<file path="config.mk">
export PLATFORM = sky130hd
export DESIGN_NAME = ulsm_top
export DESIGN_NICKNAME = d
export VERILOG_FILES = /design/src/inc/ulsm_pkg.sv /design/src/rtl/ulsm_prescale.sv /design/src/rtl/ulsm_err_count.sv /design/src/rtl/ulsm_top.sv
export VERILOG_INCLUDE_DIRS = /design/src /design/src/inc
export SDC_FILE = /design/constraint.sdc
export NUM_CORES = 1
export LEC_CHECK = 0
export BUFFER_PORTS_ARGS = -buffer_cell sky130_fd_sc_hd__buf_4
export CORE_MARGIN = 2
export CORE_UTILIZATION = 50
export CTS_BUF_LIST = sky130_fd_sc_hd__clkbuf_4 sky130_fd_sc_hd__clkbuf_8 sky130_fd_sc_hd__clkbuf_16
export DETAILED_ROUTE_END_ITERATION = 8
export PLACE_DENSITY = 0.79
export SYNTH_ARGS = -nofsm -noshare
export SYNTH_HDL_FRONTEND = slang
export SYNTH_SLANG_ARGS = --single-unit
</file>
<file path="constraint.sdc">
create_clock -name clk_i -period 3.47 [get_ports clk_i]
set_input_delay 0.5205 -clock clk_i [delete_from_list [all_inputs] [get_ports clk_i]]
set_output_delay 0.5205 -clock clk_i [all_outputs]
set_load 0.02 [all_outputs]
</file>
<file path="src/inc/ulsm_defs.svh">
// Register offsets, bit positions, reset values and counts of the line status block.
`ifndef ULSM_DEFS_SVH
`define ULSM_DEFS_SVH
`define ULSM_OFS_LINE_STATUS 5'h00
`define ULSM_OFS_MODEM_CTRL 5'h04
`define ULSM_OFS_IRQ_STATUS 5'h08
`define ULSM_OFS_IRQ_MASK 5'h0C
`define ULSM_OFS_ENH_FEAT 5'h10
`define ULSM_OFS_RX_HOLDING 5'h14
`define ULSM_OFS_FLOW_THR 5'h18
`define ULSM_OFS_TRIG_LVL 5'h1C
`define ULSM_MCR_CLKSEL 7
`define ULSM_MCR_THR_ACC 6
`define ULSM_MCR_XON_ANY 5
`define ULSM_MCR_LOOP 4
`define ULSM_EFR_WEN 4
`define ULSM_MCR_RESET 8'h00
`define ULSM_REG8_RESET 8'h00
`define ULSM_IRQ_OVR 0
`define ULSM_IRQ_ERR 1
`define ULSM_IRQ_BRK 2
`define ULSM_PRESCALE_DIV 2'h3
`define ULSM_ERRCNT_MAX 7'h40
`endif

</file>
<file path="src/inc/ulsm_pkg.sv">
// Types shared by the line status and modem control block.
package ulsm_pkg;
   // One received character with its error tags, as written into the receive FIFO.
   typedef struct packed {
      logic valid;
      logic brk;
      logic fe;
      logic pe;
      logic [7:0] data;
   } ulsm_rxchar_t;

   // Error tags of the character at the receive FIFO head.
   typedef struct packed {
      logic brk;
      logic fe;
      logic pe;
   } ulsm_tags_t;

   // State of the top module, apart from the reset synchronizer.
   typedef struct packed {
      logic wreq;
      logic [31:0] rdata;
      logic [7:0] modem_control;
      logic efr_wen;
      logic [7:0] flow_threshold_ctrl;
      logic [7:0] trigger_level_ctrl;
      logic ovr;
      logic [2:0] ist;
      logic [2:0] imask;
      logic irq;
      logic pop;
      ulsm_rxchar_t push;
      logic resume;
      logic txd;
      logic rxd;
      logic [3:0] msr_hi;
      logic rts_n;
      logic dtr_n;
   } ulsm_top_st_t;

   // State of the prescaler.
   typedef struct packed {
      logic [1:0] cnt;
      logic tick;
   } ulsm_pre_st_t;

   // State of the FIFO error counter.
   typedef struct packed {
      logic [6:0] cnt;
      logic any;
   } ulsm_cnt_st_t;
endpackage : ulsm_pkg

</file>
<file path="src/rtl/ulsm_prescale.sv">
// Baud clock prescaler: passes every cycle or every fourth cycle as an enable pulse.
`timescale 1ns/10ps
`include "ulsm_defs.svh"
module ulsm_prescale
   import ulsm_pkg::*;
(
   // Clock and reset.
   input wire logic clk_i,
   input wire logic rst_n_i,
   // Control and tick.
   input wire logic div4_i,
   output logic tick_o
);
   ulsm_pre_st_t s_q, s_d;

   // Count freely; the tick is every cycle undivided, else once per four cycles.
   always_comb begin
      s_d = s_q;
      s_d.cnt = s_q.cnt + 2'h1;
      s_d.tick = div4_i ? (s_q.cnt == `ULSM_PRESCALE_DIV) : 1'b1;
   end

   always_ff @(posedge clk_i or negedge rst_n_i) begin
      if (!rst_n_i) begin
         s_q <= '0;
      end else begin
         s_q <= s_d;
      end
   end

   assign tick_o = s_q.tick;
endmodule : ulsm_prescale

</file>
<file path="src/rtl/ulsm_err_count.sv">
// Counts receive FIFO entries that carry any error tag.
`timescale 1ns/10ps
`include "ulsm_defs.svh"
module ulsm_err_count
   import ulsm_pkg::*;
(
   // Clock and reset.
   input wire logic clk_i,
   input wire logic rst_n_i,
   // Entry events.
   input wire logic clr_i,
   input wire logic inc_i,
   input wire logic dec_i,
   output logic any_o
);
   ulsm_cnt_st_t s_q, s_d;

   // A push and a pop in one cycle cancel; a FIFO clear drops every entry.
   always_comb begin
      s_d = s_q;
      if (clr_i) begin
         s_d.cnt = 7'h00;
      end else if (inc_i && !dec_i && s_q.cnt != `ULSM_ERRCNT_MAX) begin
         s_d.cnt = s_q.cnt + 7'h01;
      end else if (dec_i && !inc_i && s_q.cnt != 7'h00) begin
         s_d.cnt = s_q.cnt - 7'h01;
      end
      s_d.any = (s_d.cnt != 7'h00);
   end

   always_ff @(posedge clk_i or negedge rst_n_i) begin
      if (!rst_n_i) begin
         s_q <= '0;
      end else begin
         s_q <= s_d;
      end
   end

   assign any_o = s_q.any;
endmodule : ulsm_err_count

</file>
<file path="src/rtl/ulsm_top.sv">
// Line status reporting and modem control for one UART channel, on Avalon-MM.
//
// Operation
// - FIFO error bit tracks errored entries in FIFO.
// - Transmitter empty when holding and shifter empty.
// - Holding empty flag; host may write 64.
// - Full low frame stores zero with break.
// - Missing stop bit tags a framing error.
// - Failed parity check tags a parity error.
// - Overrun bit set whenever an overrun occurs.
// - Data-available bit high while FIFO not empty.
// - Head tags drive break, framing, parity bits.
// - Status read never advances FIFO read pointer.
// - Clock select bit divides input by four.
// - Access bit opens threshold and trigger registers.
// - Xon-any resumes transmission on any character.
// - Loopback clear keeps external pins connected.
// - Loopback routes modem bits and serial data.
// - Top three control bits need write enable.
//
// The Avalon-MM slave port and the address map were left to the implementer.
`timescale 1ns/10ps
`include "ulsm_defs.svh"
module ulsm_top
   import ulsm_pkg::*;
(
   // Clock and reset.
   input wire logic clk_i,
   input wire logic resetn_i,
   // Avalon-MM register slave.
   input wire logic [4:0] avs_address_i,
   input wire logic avs_read_i,
   input wire logic avs_write_i,
   input wire logic [31:0] avs_writedata_i,
   input wire logic [3:0] avs_byteenable_i,
   output logic [31:0] avs_readdata_o,
   output logic avs_waitrequest_o,
   // Characters from the receive framer.
   input wire logic rx_valid_i,
   input wire logic [7:0] rx_data_i,
   input wire logic rx_stop_ok_i,
   input wire logic rx_parity_ok_i,
   input wire logic rx_break_i,
   // Receive FIFO side.
   output ulsm_rxchar_t rx_push_o,
   output logic rx_pop_o,
   input wire ulsm_tags_t rx_head_i,
   input wire logic rx_empty_i,
   input wire logic rx_fifo_clr_i,
   input wire logic rx_overrun_i,
   // Transmitter state and serial paths.
   input wire logic tx_hold_empty_i,
   input wire logic tx_shift_empty_i,
   input wire logic tx_core_i,
   output logic tx_pin_o,
   input wire logic rx_pin_i,
   output logic rx_core_o,
   // Modem lines.
   input wire logic cts_n_i,
   input wire logic dsr_n_i,
   input wire logic ri_n_i,
   input wire logic cd_n_i,
   output logic rts_n_o,
   output logic dtr_n_o,
   output logic [3:0] modem_hi_o,
   // Controls to the rest of the core.
   output logic baud_en_o,
   output logic xon_any_o,
   output logic xon_resume_o,
   output logic thresh_access_o,
   output logic irq_o
);
   logic [1:0] rst_sync_q;
   logic rst_n;
   ulsm_top_st_t s_q, s_d;
   logic fifo_err;
   logic baud_tick;
   logic req;
   logic snap;
   logic done;
   logic wr0;
   logic rd_status;
   logic rd_holding;
   logic err_push;
   logic err_pop;
   logic [7:0] line_status;
   logic [31:0] rmux;
   logic [2:0] ev;

   // Reset is taken asynchronously and released through two flip-flops.
   always_ff @(posedge clk_i or negedge resetn_i) begin
      if (!resetn_i) begin
         rst_sync_q <= 2'h0;
      end else begin
         rst_sync_q <= {rst_sync_q[0], 1'b1};
      end
   end
   assign rst_n = rst_sync_q[1];

   // A request is snapped in its first cycle and completed in its second.
   assign req = avs_read_i | avs_write_i;
   assign snap = req & s_q.wreq;
   assign done = req & ~s_q.wreq;
   assign wr0 = done & avs_write_i & avs_byteenable_i[0];
   assign rd_status = snap & avs_read_i & (avs_address_i == `ULSM_OFS_LINE_STATUS);
   assign rd_holding = snap & avs_read_i & (avs_address_i == `ULSM_OFS_RX_HOLDING);

   // Error bookkeeping for entries entering and leaving the receive FIFO.
   assign err_push = s_q.push.valid & (s_q.push.brk | s_q.push.fe | s_q.push.pe);
   assign err_pop = rd_holding & ~rx_empty_i & (rx_head_i.brk | rx_head_i.fe | rx_head_i.pe);

   ulsm_err_count u_err_count (
      .clk_i(clk_i),
      .rst_n_i(rst_n),
      .clr_i(rx_fifo_clr_i),
      .inc_i(err_push),
      .dec_i(err_pop),
      .any_o(fifo_err)
   );

   ulsm_prescale u_prescale (
      .clk_i(clk_i),
      .rst_n_i(rst_n),
      .div4_i(s_q.modem_control[`ULSM_MCR_CLKSEL]),
      .tick_o(baud_tick)
   );

   // Head tags are never stored here; they pass straight onto the read data.
   always_comb begin
      line_status = 8'h00;
      line_status[7] = fifo_err;
      line_status[6] = tx_hold_empty_i & tx_shift_empty_i;
      line_status[5] = tx_hold_empty_i;
      line_status[4:2] = rx_empty_i ? 3'h0 : rx_head_i;
      line_status[1] = s_q.ovr;
      line_status[0] = ~rx_empty_i;
   end

   // Read multiplexer; unmapped and closed addresses read as zero.
   always_comb begin
      rmux = 32'h0000_0000;
      case (avs_address_i)
         `ULSM_OFS_LINE_STATUS: rmux[7:0] = line_status;
         `ULSM_OFS_MODEM_CTRL: rmux[7:0] = s_q.modem_control;
         `ULSM_OFS_IRQ_STATUS: rmux[2:0] = s_q.ist;
         `ULSM_OFS_IRQ_MASK: rmux[2:0] = s_q.imask;
         `ULSM_OFS_ENH_FEAT: rmux[`ULSM_EFR_WEN] = s_q.efr_wen;
         `ULSM_OFS_RX_HOLDING: rmux[7:0] = 8'h00;
         `ULSM_OFS_FLOW_THR: rmux[7:0] = s_q.modem_control[`ULSM_MCR_THR_ACC] ? s_q.flow_threshold_ctrl : 8'h00;
         `ULSM_OFS_TRIG_LVL: rmux[7:0] = s_q.modem_control[`ULSM_MCR_THR_ACC] ? s_q.trigger_level_ctrl : 8'h00;
         default: rmux = 32'h0000_0000;
      endcase
   end

   // Interrupt events: overrun, an errored character and a break character.
   assign ev = {s_q.push.valid & s_q.push.brk, err_push, rx_overrun_i};

   always_comb begin
      s_d = s_q;
      // Waitrequest drops for exactly one cycle per request.
      s_d.wreq = ~snap;
      if (snap) begin
         s_d.rdata = avs_read_i ? rmux : 32'h0000_0000;
      end
      // Overrun: a new event in the clearing cycle wins over the read clear.
      s_d.ovr = (s_q.ovr & ~rd_status) | rx_overrun_i;
      // Only a holding register read pops; a status read leaves the pointer alone.
      s_d.pop = rd_holding & ~rx_empty_i;
      // Register writes land on the completing edge.
      if (wr0) begin
         case (avs_address_i)
            `ULSM_OFS_MODEM_CTRL: begin
               s_d.modem_control[4:0] = avs_writedata_i[4:0];
               if (s_q.efr_wen) begin
                  s_d.modem_control[7:5] = avs_writedata_i[7:5];
               end
            end
            `ULSM_OFS_IRQ_MASK: s_d.imask = avs_writedata_i[2:0];
            `ULSM_OFS_ENH_FEAT: s_d.efr_wen = avs_writedata_i[`ULSM_EFR_WEN];
            `ULSM_OFS_FLOW_THR: begin
               if (s_q.modem_control[`ULSM_MCR_THR_ACC]) begin
                  s_d.flow_threshold_ctrl = avs_writedata_i[7:0];
               end
            end
            `ULSM_OFS_TRIG_LVL: begin
               if (s_q.modem_control[`ULSM_MCR_THR_ACC]) begin
                  s_d.trigger_level_ctrl = avs_writedata_i[7:0];
               end
            end
            default: s_d.modem_control = s_q.modem_control;
         endcase
      end
      // Sticky interrupt status, write one to clear, events win.
      if (wr0 && avs_address_i == `ULSM_OFS_IRQ_STATUS) begin
         s_d.ist = s_q.ist & ~avs_writedata_i[2:0];
      end
      s_d.ist = s_d.ist | ev;
      s_d.irq = |(s_d.ist & s_d.imask);
      // Tag each received character; a break frame becomes a zero character.
      s_d.push.valid = rx_valid_i;
      s_d.push.brk = rx_break_i;
      s_d.push.data = rx_break_i ? 8'h00 : rx_data_i;
      s_d.push.fe = ~rx_break_i & ~rx_stop_ok_i;
      s_d.push.pe = ~rx_break_i & ~rx_parity_ok_i;
      s_d.resume = rx_valid_i & s_q.modem_control[`ULSM_MCR_XON_ANY];
      // Loopback cuts the pins off and feeds the core from itself.
      if (s_q.modem_control[`ULSM_MCR_LOOP]) begin
         s_d.txd = 1'b1;
         s_d.rxd = tx_core_i;
         s_d.msr_hi = {s_q.modem_control[3], s_q.modem_control[2], s_q.modem_control[0], s_q.modem_control[1]};
         s_d.rts_n = 1'b1;
         s_d.dtr_n = 1'b1;
      end else begin
         s_d.txd = tx_core_i;
         s_d.rxd = rx_pin_i;
         s_d.msr_hi = ~{cd_n_i, ri_n_i, dsr_n_i, cts_n_i};
         s_d.rts_n = ~s_q.modem_control[1];
         s_d.dtr_n = ~s_q.modem_control[0];
      end
   end

   // The whole state registers on one edge; pins idle high after reset.
   always_ff @(posedge clk_i or negedge rst_n) begin
      if (!rst_n) begin
         s_q <= '0;
         s_q.wreq <= 1'b1;
         s_q.modem_control <= `ULSM_MCR_RESET;
         s_q.flow_threshold_ctrl <= `ULSM_REG8_RESET;
         s_q.trigger_level_ctrl <= `ULSM_REG8_RESET;
         s_q.txd <= 1'b1;
         s_q.rxd <= 1'b1;
         s_q.rts_n <= 1'b1;
         s_q.dtr_n <= 1'b1;
      end else begin
         s_q <= s_d;
      end
   end

   // Outputs come straight from flip-flops.
   assign avs_readdata_o = s_q.rdata;
   assign avs_waitrequest_o = s_q.wreq;
   assign rx_push_o = s_q.push;
   assign rx_pop_o = s_q.pop;
   assign tx_pin_o = s_q.txd;
   assign rx_core_o = s_q.rxd;
   assign rts_n_o = s_q.rts_n;
   assign dtr_n_o = s_q.dtr_n;
   assign modem_hi_o = s_q.msr_hi;
   assign baud_en_o = baud_tick;
   assign xon_any_o = s_q.modem_control[`ULSM_MCR_XON_ANY];
   assign xon_resume_o = s_q.resume;
   assign thresh_access_o = s_q.modem_control[`ULSM_MCR_THR_ACC];
   assign irq_o = s_q.irq;
endmodule : ulsm_top

</file>
==> results of run 1 <==
final cells by class:
type | count | area share (%)
Multi-Input combinational cell | 226 | 34.8
Timing Repair Buffer | 80 | 13.4
Tap cell | 102 | 2.84
Inverter | 8 | 0.669
Clock buffer | 10 | 3.06
Clock inverter | 6 | 2.12
Sequential cell | 77 | 43.1
worst paths after layout:
path | start | end | depth (start not counted)
max | rx_push_o[10] | u_err_count.any_o | 6
min in group asynchronous | rst_sync_q[1] | s_q[33] | 0
max reg2reg | rx_push_o[10] | u_err_count.any_o | 6
min | rx_valid_i | rx_push_o[11] | 1
max in group asynchronous | rst_sync_q[1] | thresh_access_o | 1
min reg2reg | rst_sync_q[0] | rst_sync_q[1] | 0
critical path: cells and delay by family, from the launching register on:
kind             cells  cell delay (ns)
AO/OA/AOI/OAI        3             1.14
multiplexers         2             0.61
flip-flops           1             0.42
AND/OR/NAND/NOR      1             0.11
report_power, final:
part	switching [mW]	total [mW]	internal, mW
Combinational	0.133	0.235	0.102
Clock	0.343	0.773	0.431
Sequential	0.0337	0.967	0.934
Total	0.509	1.98	1.47
flip-flops by register name, indices dropped and copies added, names as in the netlist:
name and cells:
avs_readdata_o 8, avs_waitrequest_o 1, dtr_n_o 1, irq_o 1, line_status 1, modem_hi_o 4, rst_sync_q 2, rts_n_o 1
rx_core_o 1, rx_pop_o 1, rx_push_o 12, s_q 29, thresh_access_o 1, tx_pin_o 1, u_err_count.any_o 1, u_err_count.s_q 7
u_prescale.s_q 2, u_prescale.tick_o 1, xon_any_o 1, xon_resume_o 1
cell families (layout without fill, tap and decap cells):
logic type,after synthesis,after routing
muxes,44,44
AOI/OAI and AO/OA,52,52
other,2,25
adders and majority gates,4,4
and+or+nand+nor,100,100
xor gates and xnor gates,1,1
buffers and inverters,66,104
DFF,77,77
routing by layer:
metal | up-vias | wire, um | global-route usage [%]
met3 | 14 | 555 | 4.77
li1 | 1257 | - | -
met1 | 1303 | 3500 | 26.3
met2 | 117 | 3730 | 31.5
met5 | - | 0 | 0
met4 | 0 | 123 | 6.72
cells in the mapped netlist (3+ instances only):
cell type	number	area, um2
sky130_fd_sc_hd__a21oi_1	3	15.0
sky130_fd_sc_hd__a221oi_1	4	35.0
sky130_fd_sc_hd__a222oi_1	3	30.0
sky130_fd_sc_hd__a22o_1	3	26.3
sky130_fd_sc_hd__a31oi_1	5	31.3
sky130_fd_sc_hd__and2_1	3	18.8
sky130_fd_sc_hd__and3_1	6	37.5
sky130_fd_sc_hd__buf_4	48	360
sky130_fd_sc_hd__clkbuf_1	5	18.8
sky130_fd_sc_hd__dfrtp_1	72	1800
sky130_fd_sc_hd__dfstp_2	5	131
sky130_fd_sc_hd__ha_1	4	50.1
sky130_fd_sc_hd__inv_1	8	30.0
sky130_fd_sc_hd__mux2_2	38	428
sky130_fd_sc_hd__mux2_4	3	45.0
sky130_fd_sc_hd__mux2i_1	3	30.0
sky130_fd_sc_hd__nand2_1	28	105
sky130_fd_sc_hd__nand2b_1	4	25.0
sky130_fd_sc_hd__nand3_1	9	45.0
sky130_fd_sc_hd__nor2_1	17	63.8
sky130_fd_sc_hd__nor2b_1	10	62.6
sky130_fd_sc_hd__nor3_1	3	15.0
sky130_fd_sc_hd__o21ai_0	16	80.1
stage by stage:
stage               cell area [um2]  power, mW  utilization, %  setup slack, ns  hold slack (ns)
detailed placement             4250       1.22            55.8             1.03            0.305
CTS                            4490       1.99            59.0             1.05            0.276
floorplan                      3940       1.15               -             1.18            0.225
finish                         4490       1.98            59.0             1.07            0.285
global placement               4250       1.21            55.8             1.04            0.303
global route                   4490       2.06            59.0            0.973            0.268
==> run summary, run 1 <==
The fraction of the mapped netlist area in compound gates is 9.45%. The top cell types in the final layout, fill and taps aside, are sky130_fd_sc_hd__buf_4 (79), sky130_fd_sc_hd__dfrtp_1 (71), sky130_fd_sc_hd__mux2_2 (38). In this run the cell area of the synthesized design comes to 3850 um2. The total congestion overflow after global routing came out at 0. The average wire per standard cell came out at 15.5 um. Summed over all failing endpoints, the final setup total negative slack is 0 ns.

The worst endpoint required time came out at 3.70 ns. The final-stage net count came out at 477. The internal reg-to-reg setup slack is 1.07 ns. In this run the clock root is driven by a sky130_fd_sc_hd__clkbuf_8. The maximum vdd ir drop is 0.246 mV. The filler cells instantiated in the layout total 666.

The share of cell area taken by muxes after synthesis is 13.1%. The starting density of the core is 50.7%. The area share of and/or/nand/nor cells after synthesis came out at 14.1%. Setup repair after global routing left no endpoint under its margin. The die covers 8430 um2. The multi-input logic area came out at 1560 um2.

The number of synthesized register bits is 77. The non-filler instance count after layout came out at 509. The arithmetic-cell share of the synthesized area counting full adders, half adders and majority gates came out at 1.30%. The post-synthesis cell type count is 56. The standard cell with the maximum stage delay on the critical path is sky130_fd_sc_hd__o31ai_1. The wire length of the first global-routing pass is 12900 um. The global router's overall resource usage is 19.6%. Buffers inserted during clock tree synthesis total 9. The worst path in the final design needs a cycle of 2.40 ns, including I/O delays and setup.

The count of inserted antenna diode cells came out at 0. The number of buffers on the longest clock path is 2. For this run, the leading register cell type out of synthesis is sky130_fd_sc_hd__dfrtp_1. During placement, the flow inserted port buffers numbering 78. The remaining number of nets flagged by the antenna check after routing came out at 0. The x dimension of the die came out at 91.8 um. The total routed wirelength came out at 7910 um. The most common cell after layout, fill and taps aside is sky130_fd_sc_hd__buf_4.

STA classifies the critical path startpoint as a register. The share of the clock period used by the worst path came out at 69.3%. The maximum cell stage delay along the critical path is 0.68 ns. The maximum clock rate came out at 416 MHz.

The number of synthesized flops with an enable pin came out at 0. The final setup violation count is 0. The worst min-delay path category is in2reg.

The setup path with the least slack is of type reg2reg. The post-synthesis instance total is 346. The headroom to the max-slew limit is 27.9%. The sequential area share after synthesis is 50.2%. Across all layers, the routed design uses 2691 vias. The count of warnings emitted by yosys came out at 0.

The count of hold-fix buffers inserted at cts is 1. The pin slew with the least headroom to its limit is 1.08 ns. The source-to-sink clock delay at the later pin of the worst-skew pair is 0.35 ns.

The async set-reset flop share out of synthesis came out at 100%. The number of global-route vias before repair is 2680. The sequential cell area came out at 1930 um2. In this run, the number of DRC markers left after iteration 0 of detailed routing was 205. Entering global routing, the biggest net connects 52 pins.

The row count is 32. The cell count after placement came out at 492. The run finished with clean final reports.

The congestion estimate from routability-driven global placement came to 0.944. From bottom edge to top edge, the die measures 91.8 um. The H-tree generated during clock tree synthesis spans 3 levels. After synthesis, the largest family of logic cells by area is simple AND/OR/NAND/NOR gates. Of the total synthesized cell area, the portion taken by XOR and XNOR cells is 0.227%. The routed via count divided by cell count came out at 5.29. The number of search-and-repair iterations in the first detailed-routing pass came out at 4. The count of unresolved DRC violations after routing is 0. In this run the worst path has a maximum fanout of 5. From synthesis to final layout, the design area changed by 16.5%. The number of antenna violations at the first check in global routing was 0. The post-cts sizing count came out at 0. The clock transition at the register clock pins on the worst setup and hold paths after CTS is 0.09 ns. The synthesized area per cell is 11.1 um2.

The leakage power is 2.19 nW. The number of maximum-capacitance constraint violations is 0. The placeable core region is 7610 um2. The number of sinks handled by clock tree synthesis is 77. The share of post-route cells with drive strength above 1 came out at 37.3%. The number of setup buffers added after CTS came out at 0. TritonCTS built the clock tree. The number of max-slew violations in the final report is 0. The count of endpoints failing hold in the final timing report is 0. The power density over the cells came out at 440 nW/um2.

The critical path arrival came out at 2.63 ns. The critical path capture point type is a register. The count of pins on the block boundary came out at 130.

Detailed placement ended at an HPWL of 5860 um. Walking the worst path, the cells encountered are o31ai_1, o2111ai_1, mux2_4, mux2_4, o21ba_1, nand4bb_1. By instance count, the cell type seen most on the critical path is sky130_fd_sc_hd__mux2_4. Clock skew on the completed layout was measured at 0.0156 ns.
Note: power is estimated with default switching activity, not from simulation.
==> inputs of run 2 (changes only) <==
--- a/config.mk
+++ b/config.mk
@@ -6,6 +6,7 @@
 export SDC_FILE = /design/constraint.sdc
 export NUM_CORES = 1
 export LEC_CHECK = 0
+export ABC_AREA = 1
 export BUFFER_PORTS_ARGS = -buffer_cell sky130_fd_sc_hd__buf_4
 export CORE_MARGIN = 2
 export CORE_UTILIZATION = 50
==> constraint.sdc (replaced) <==
create_clock -name clk_i -period 2.26 [get_ports clk_i]
set_input_delay 0.339 -clock clk_i [delete_from_list [all_inputs] [get_ports clk_i]]
set_output_delay 0.339 -clock clk_i [all_outputs]
set_load 0.02 [all_outputs]
==> run summary, run 2 <==
The leakage power is 2.45 nW. TritonCTS built the clock tree. In this design, the critical path's most frequently occurring cell is sky130_fd_sc_hd__nand2_1. The number of flip-flops in the largest register is 29. The later pin in the worst-skew pair is clocked with a latency of 0.34 ns. Leaving out fill and tap cells, the most frequent cells in the layout are sky130_fd_sc_hd__nand2_1 (106), sky130_fd_sc_hd__buf_4 (80), sky130_fd_sc_hd__dfrtp_1 (71). In the global route stage, overall resource usage came out at 20.2%. The path with the worst hold slack has its endpoint at rx_push_o[11].

The multi-input logic area came out at 1430 um2. The most common cell after layout, fill and taps aside is sky130_fd_sc_hd__nand2_1. The count of buffers inserted at the top-level ports is 78. The netlist uses 37 different library cells. The routed via count divided by cell count came out at 4.94. Detailed routing inserted a total of 3173 vias. The power density over the cells came out at 662 nW/um2. The number of max-slew violations in the final report came out at 0.

CTS built an H-tree with a depth of 3. The worst endpoint required time is 2.49 ns. Row generation in the floorplan step produced 32 rows.

The number of synthesized flops with an enable pin came out at 0. The number of buffers on the longest clock path came out at 2. In the synthesized netlist, the cells that appear most often are sky130_fd_sc_hd__nand2_1 (106), sky130_fd_sc_hd__dfrtp_1 (72), sky130_fd_sc_hd__inv_1 (67). The signal on the critical path passes through inv_1, ha_1, nand4_1, and2_1, nand2_1, nand3_1, nand3_1, nand2_1, nor2_1, nand2_1.

Measured along the x axis, the die boundary spans 92.6 um. In this run the post-CTS setup repair buffer count came out at 0. The slowest stage of the critical path is the sky130_fd_sc_hd__dfrtp_1 cell. Together, buffers and inverters on the worst path number 1. The utilization after layout is 59.9%. Counting every instance in the synthesized netlist gives 472. The headroom to the max-slew limit is 62.3%. Registers take 1930 um2. The count of endpoints failing hold in the final timing report came out at 0. The starting density of the core came out at 51.3%.

The count of inserted antenna diode cells is 0. The worst min-delay path category is in2reg. The worst hold margin came out at 0.112 ns. Setup repair after global routing left no endpoint under its margin. The critical path arrival is 2.10 ns. From bottom edge to top edge, the die measures 92.6 um.

The worst setup path is launched from a register. The maximum clock rate came out at 535 MHz. The critical path in this run is classified as reg2reg.

Of the synthesized area, sequential elements account for 49.3%. The number of global-route vias before repair is 3132. The worst path uses 82.7% of the clock period. Counting buffers and inverters, the worst setup path is 10 cells deep. The maximum cell stage delay along the critical path came out at 0.43 ns.

The number of synthesized register bits came out at 77. The final setup violation count is 0. After detailed routing, the average wire length per cell comes to 12.8 um. The clock transition at the register clock pins on the worst setup and hold paths after CTS came out at 0.08 ns. In this run the critical register-to-register path is captured at u_err_count.any_o. The worst setup skew after layout came out at 0.00879 ns.

The root buffer cell chosen for the clock tree is sky130_fd_sc_hd__clkbuf_8. The beginning of the worst hold path is rx_valid_i. After the last flow step, the layout net total stands at 610. The final setup TNS is 0 ns. The count of cells along the worst hold path came out at 1.

The remaining number of nets flagged by the antenna check after routing came out at 0. In the post-synthesis netlist, the biggest area contributors are sky130_fd_sc_hd__dfrtp_1 (46%), sky130_fd_sc_hd__nand2_1 (10%), sky130_fd_sc_hd__buf_4 (9.2%). The pin count of the biggest net entering global routing is 51.

The worst-case IR drop observed on VDD is 0.424 mV. The count of unresolved DRC violations after routing is 0. The final period demand of the worst path came out at 1.87 ns. The region available for standard cell placement spans 7650 um2.

The layout overhead on the synthesized area is 16.7%. At the end of routability-driven placement, the weighted congestion stood at 0.926. The cell type with the largest total area after synthesis is sky130_fd_sc_hd__dfrtp_1. In this run the critical register-to-register path is launched from u_err_count.s_q[1]. The placed wire-length estimate after detailed placement is 6300 um. The count of warnings emitted by yosys came out at 0. The number of maximum-capacitance constraint violations is 0. The final layout contains routed wiring with a total length of 8210 um.

By instance count, the leading cell after synthesis is sky130_fd_sc_hd__nand2_1. Counting cells, the worst reg-to-reg path comes to 10. The internal reg-to-reg setup slack is 0.39 ns. The pin slew with the least headroom to its limit came out at 0.566 ns. The filler cells instantiated in the layout total 644. The die area is 8570 um2. The worst setup path is captured at a register.

Summed over its instances, the top area cell type makes up 45.9% of the synthesized netlist area. The most used flip-flop cell after synthesis is sky130_fd_sc_hd__dfrtp_1. Ranked by flip-flop count, first place goes to s_q.

The number of CTS-inserted buffers came out at 9. The iteration-0 DRC count of the detailed router is 186. In this run, post-CTS repair resized a total of 0 instances. Counting every sink on the clock net gives 77.

The cell area after technology mapping is 3920 um2. After synthesis, the share of flip-flops with an asynchronous set or reset is 100%. The count of pins on the block boundary is 130. The first detailed-routing pass ran for 5 iterations. The top fanout value on the critical path is 7. The post-route netlist has 24.1% of its cells at a drive strength greater than 1. The cell class contributing the biggest share of worst-path delay is simple AND/OR/NAND/NOR gates.

The count of hold-fix buffers inserted at cts is 1. The run finished with clean final reports. The number of antenna violations at the first check in global routing was 0. The total congestion overflow after global routing came out at 0. The wire length of the first global-routing pass is 13700 um. The synthesized area per cell is 8.31 um2.
## run 2: cell types whose count changed after synthesis, sizes merged, moves of 8 or more
cell and delta:
nand2 +80, nand3 +27, nor2b -10, mux2 -39, nor2 +22, inv +64
and3 -8, o21ai +23
## run 2: how the worst max path moves through the flow
stage	start	endpoint	slack [ns]
global route	u_err_count.s_q[1]	u_err_count.any_o	0.13
global placement	u_err_count.s_q[1]	u_err_count.any_o	0.45
finish	u_err_count.s_q[1]	u_err_count.any_o	0.39
detailed placement	u_err_count.s_q[1]	u_err_count.any_o	0.41
CTS	u_err_count.s_q[1]	u_err_count.any_o	0.39
floorplan	avs_waitrequest_o	u_err_count.any_o	0.59
## run 2: cell type report
type	instances	share of cell area (%)
clock buffers	12	3.47
clock inverters	4	0.683
inverters	72	5.90
multi-input cells	293	31.1
flip-flops and latches	77	42.3
well taps	102	2.79
repair buffers	82	13.8
## run 2: report_power, final
| group | switching [mW] | internal [mW] | leakage (nW) |
|---|---|---|---|
| Sequential | 0.0647 | 1.49 | 0.912 |
| Combinational | 0.314 | 0.195 | 1.45 |
| Clock | 0.493 | 0.475 | 0.0887 |
## run 2: cells by family after synthesis
kind of cell	after synthesis	share of synthesized area, %
simple gates	197	22.8
buf+inv	125	16.6
flops	77	49.3
compound gates	63	8.87
fa+ha+maj	4	1.28
other cells	2	0.191
xor+xnor	2	0.447
mux	2	0.574
## run 2: metal layers
layer | vias to the layer above | wire (um) | track usage, %
met2 | 129 | 4120 | 34.4
met4 | 0 | 184 | 8.08
met5 | - | 0 | 0
met3 | 14 | 624 | 5.86
li1 | 1537 | - | -
met1 | 1493 | 3290 | 24.1
## run 2: stage by stage
stage,power [mW],area (um2),cells,worst slack (ns)
final,3.03,4580,642,0.390
after global routing,3.19,4580,642,0.125
after CTS,3.07,4580,642,0.389
after floorplan,1.95,4010,495,0.591
after detailed placement,2.09,4380,625,0.407
after global placement,2.07,4380,625,0.454
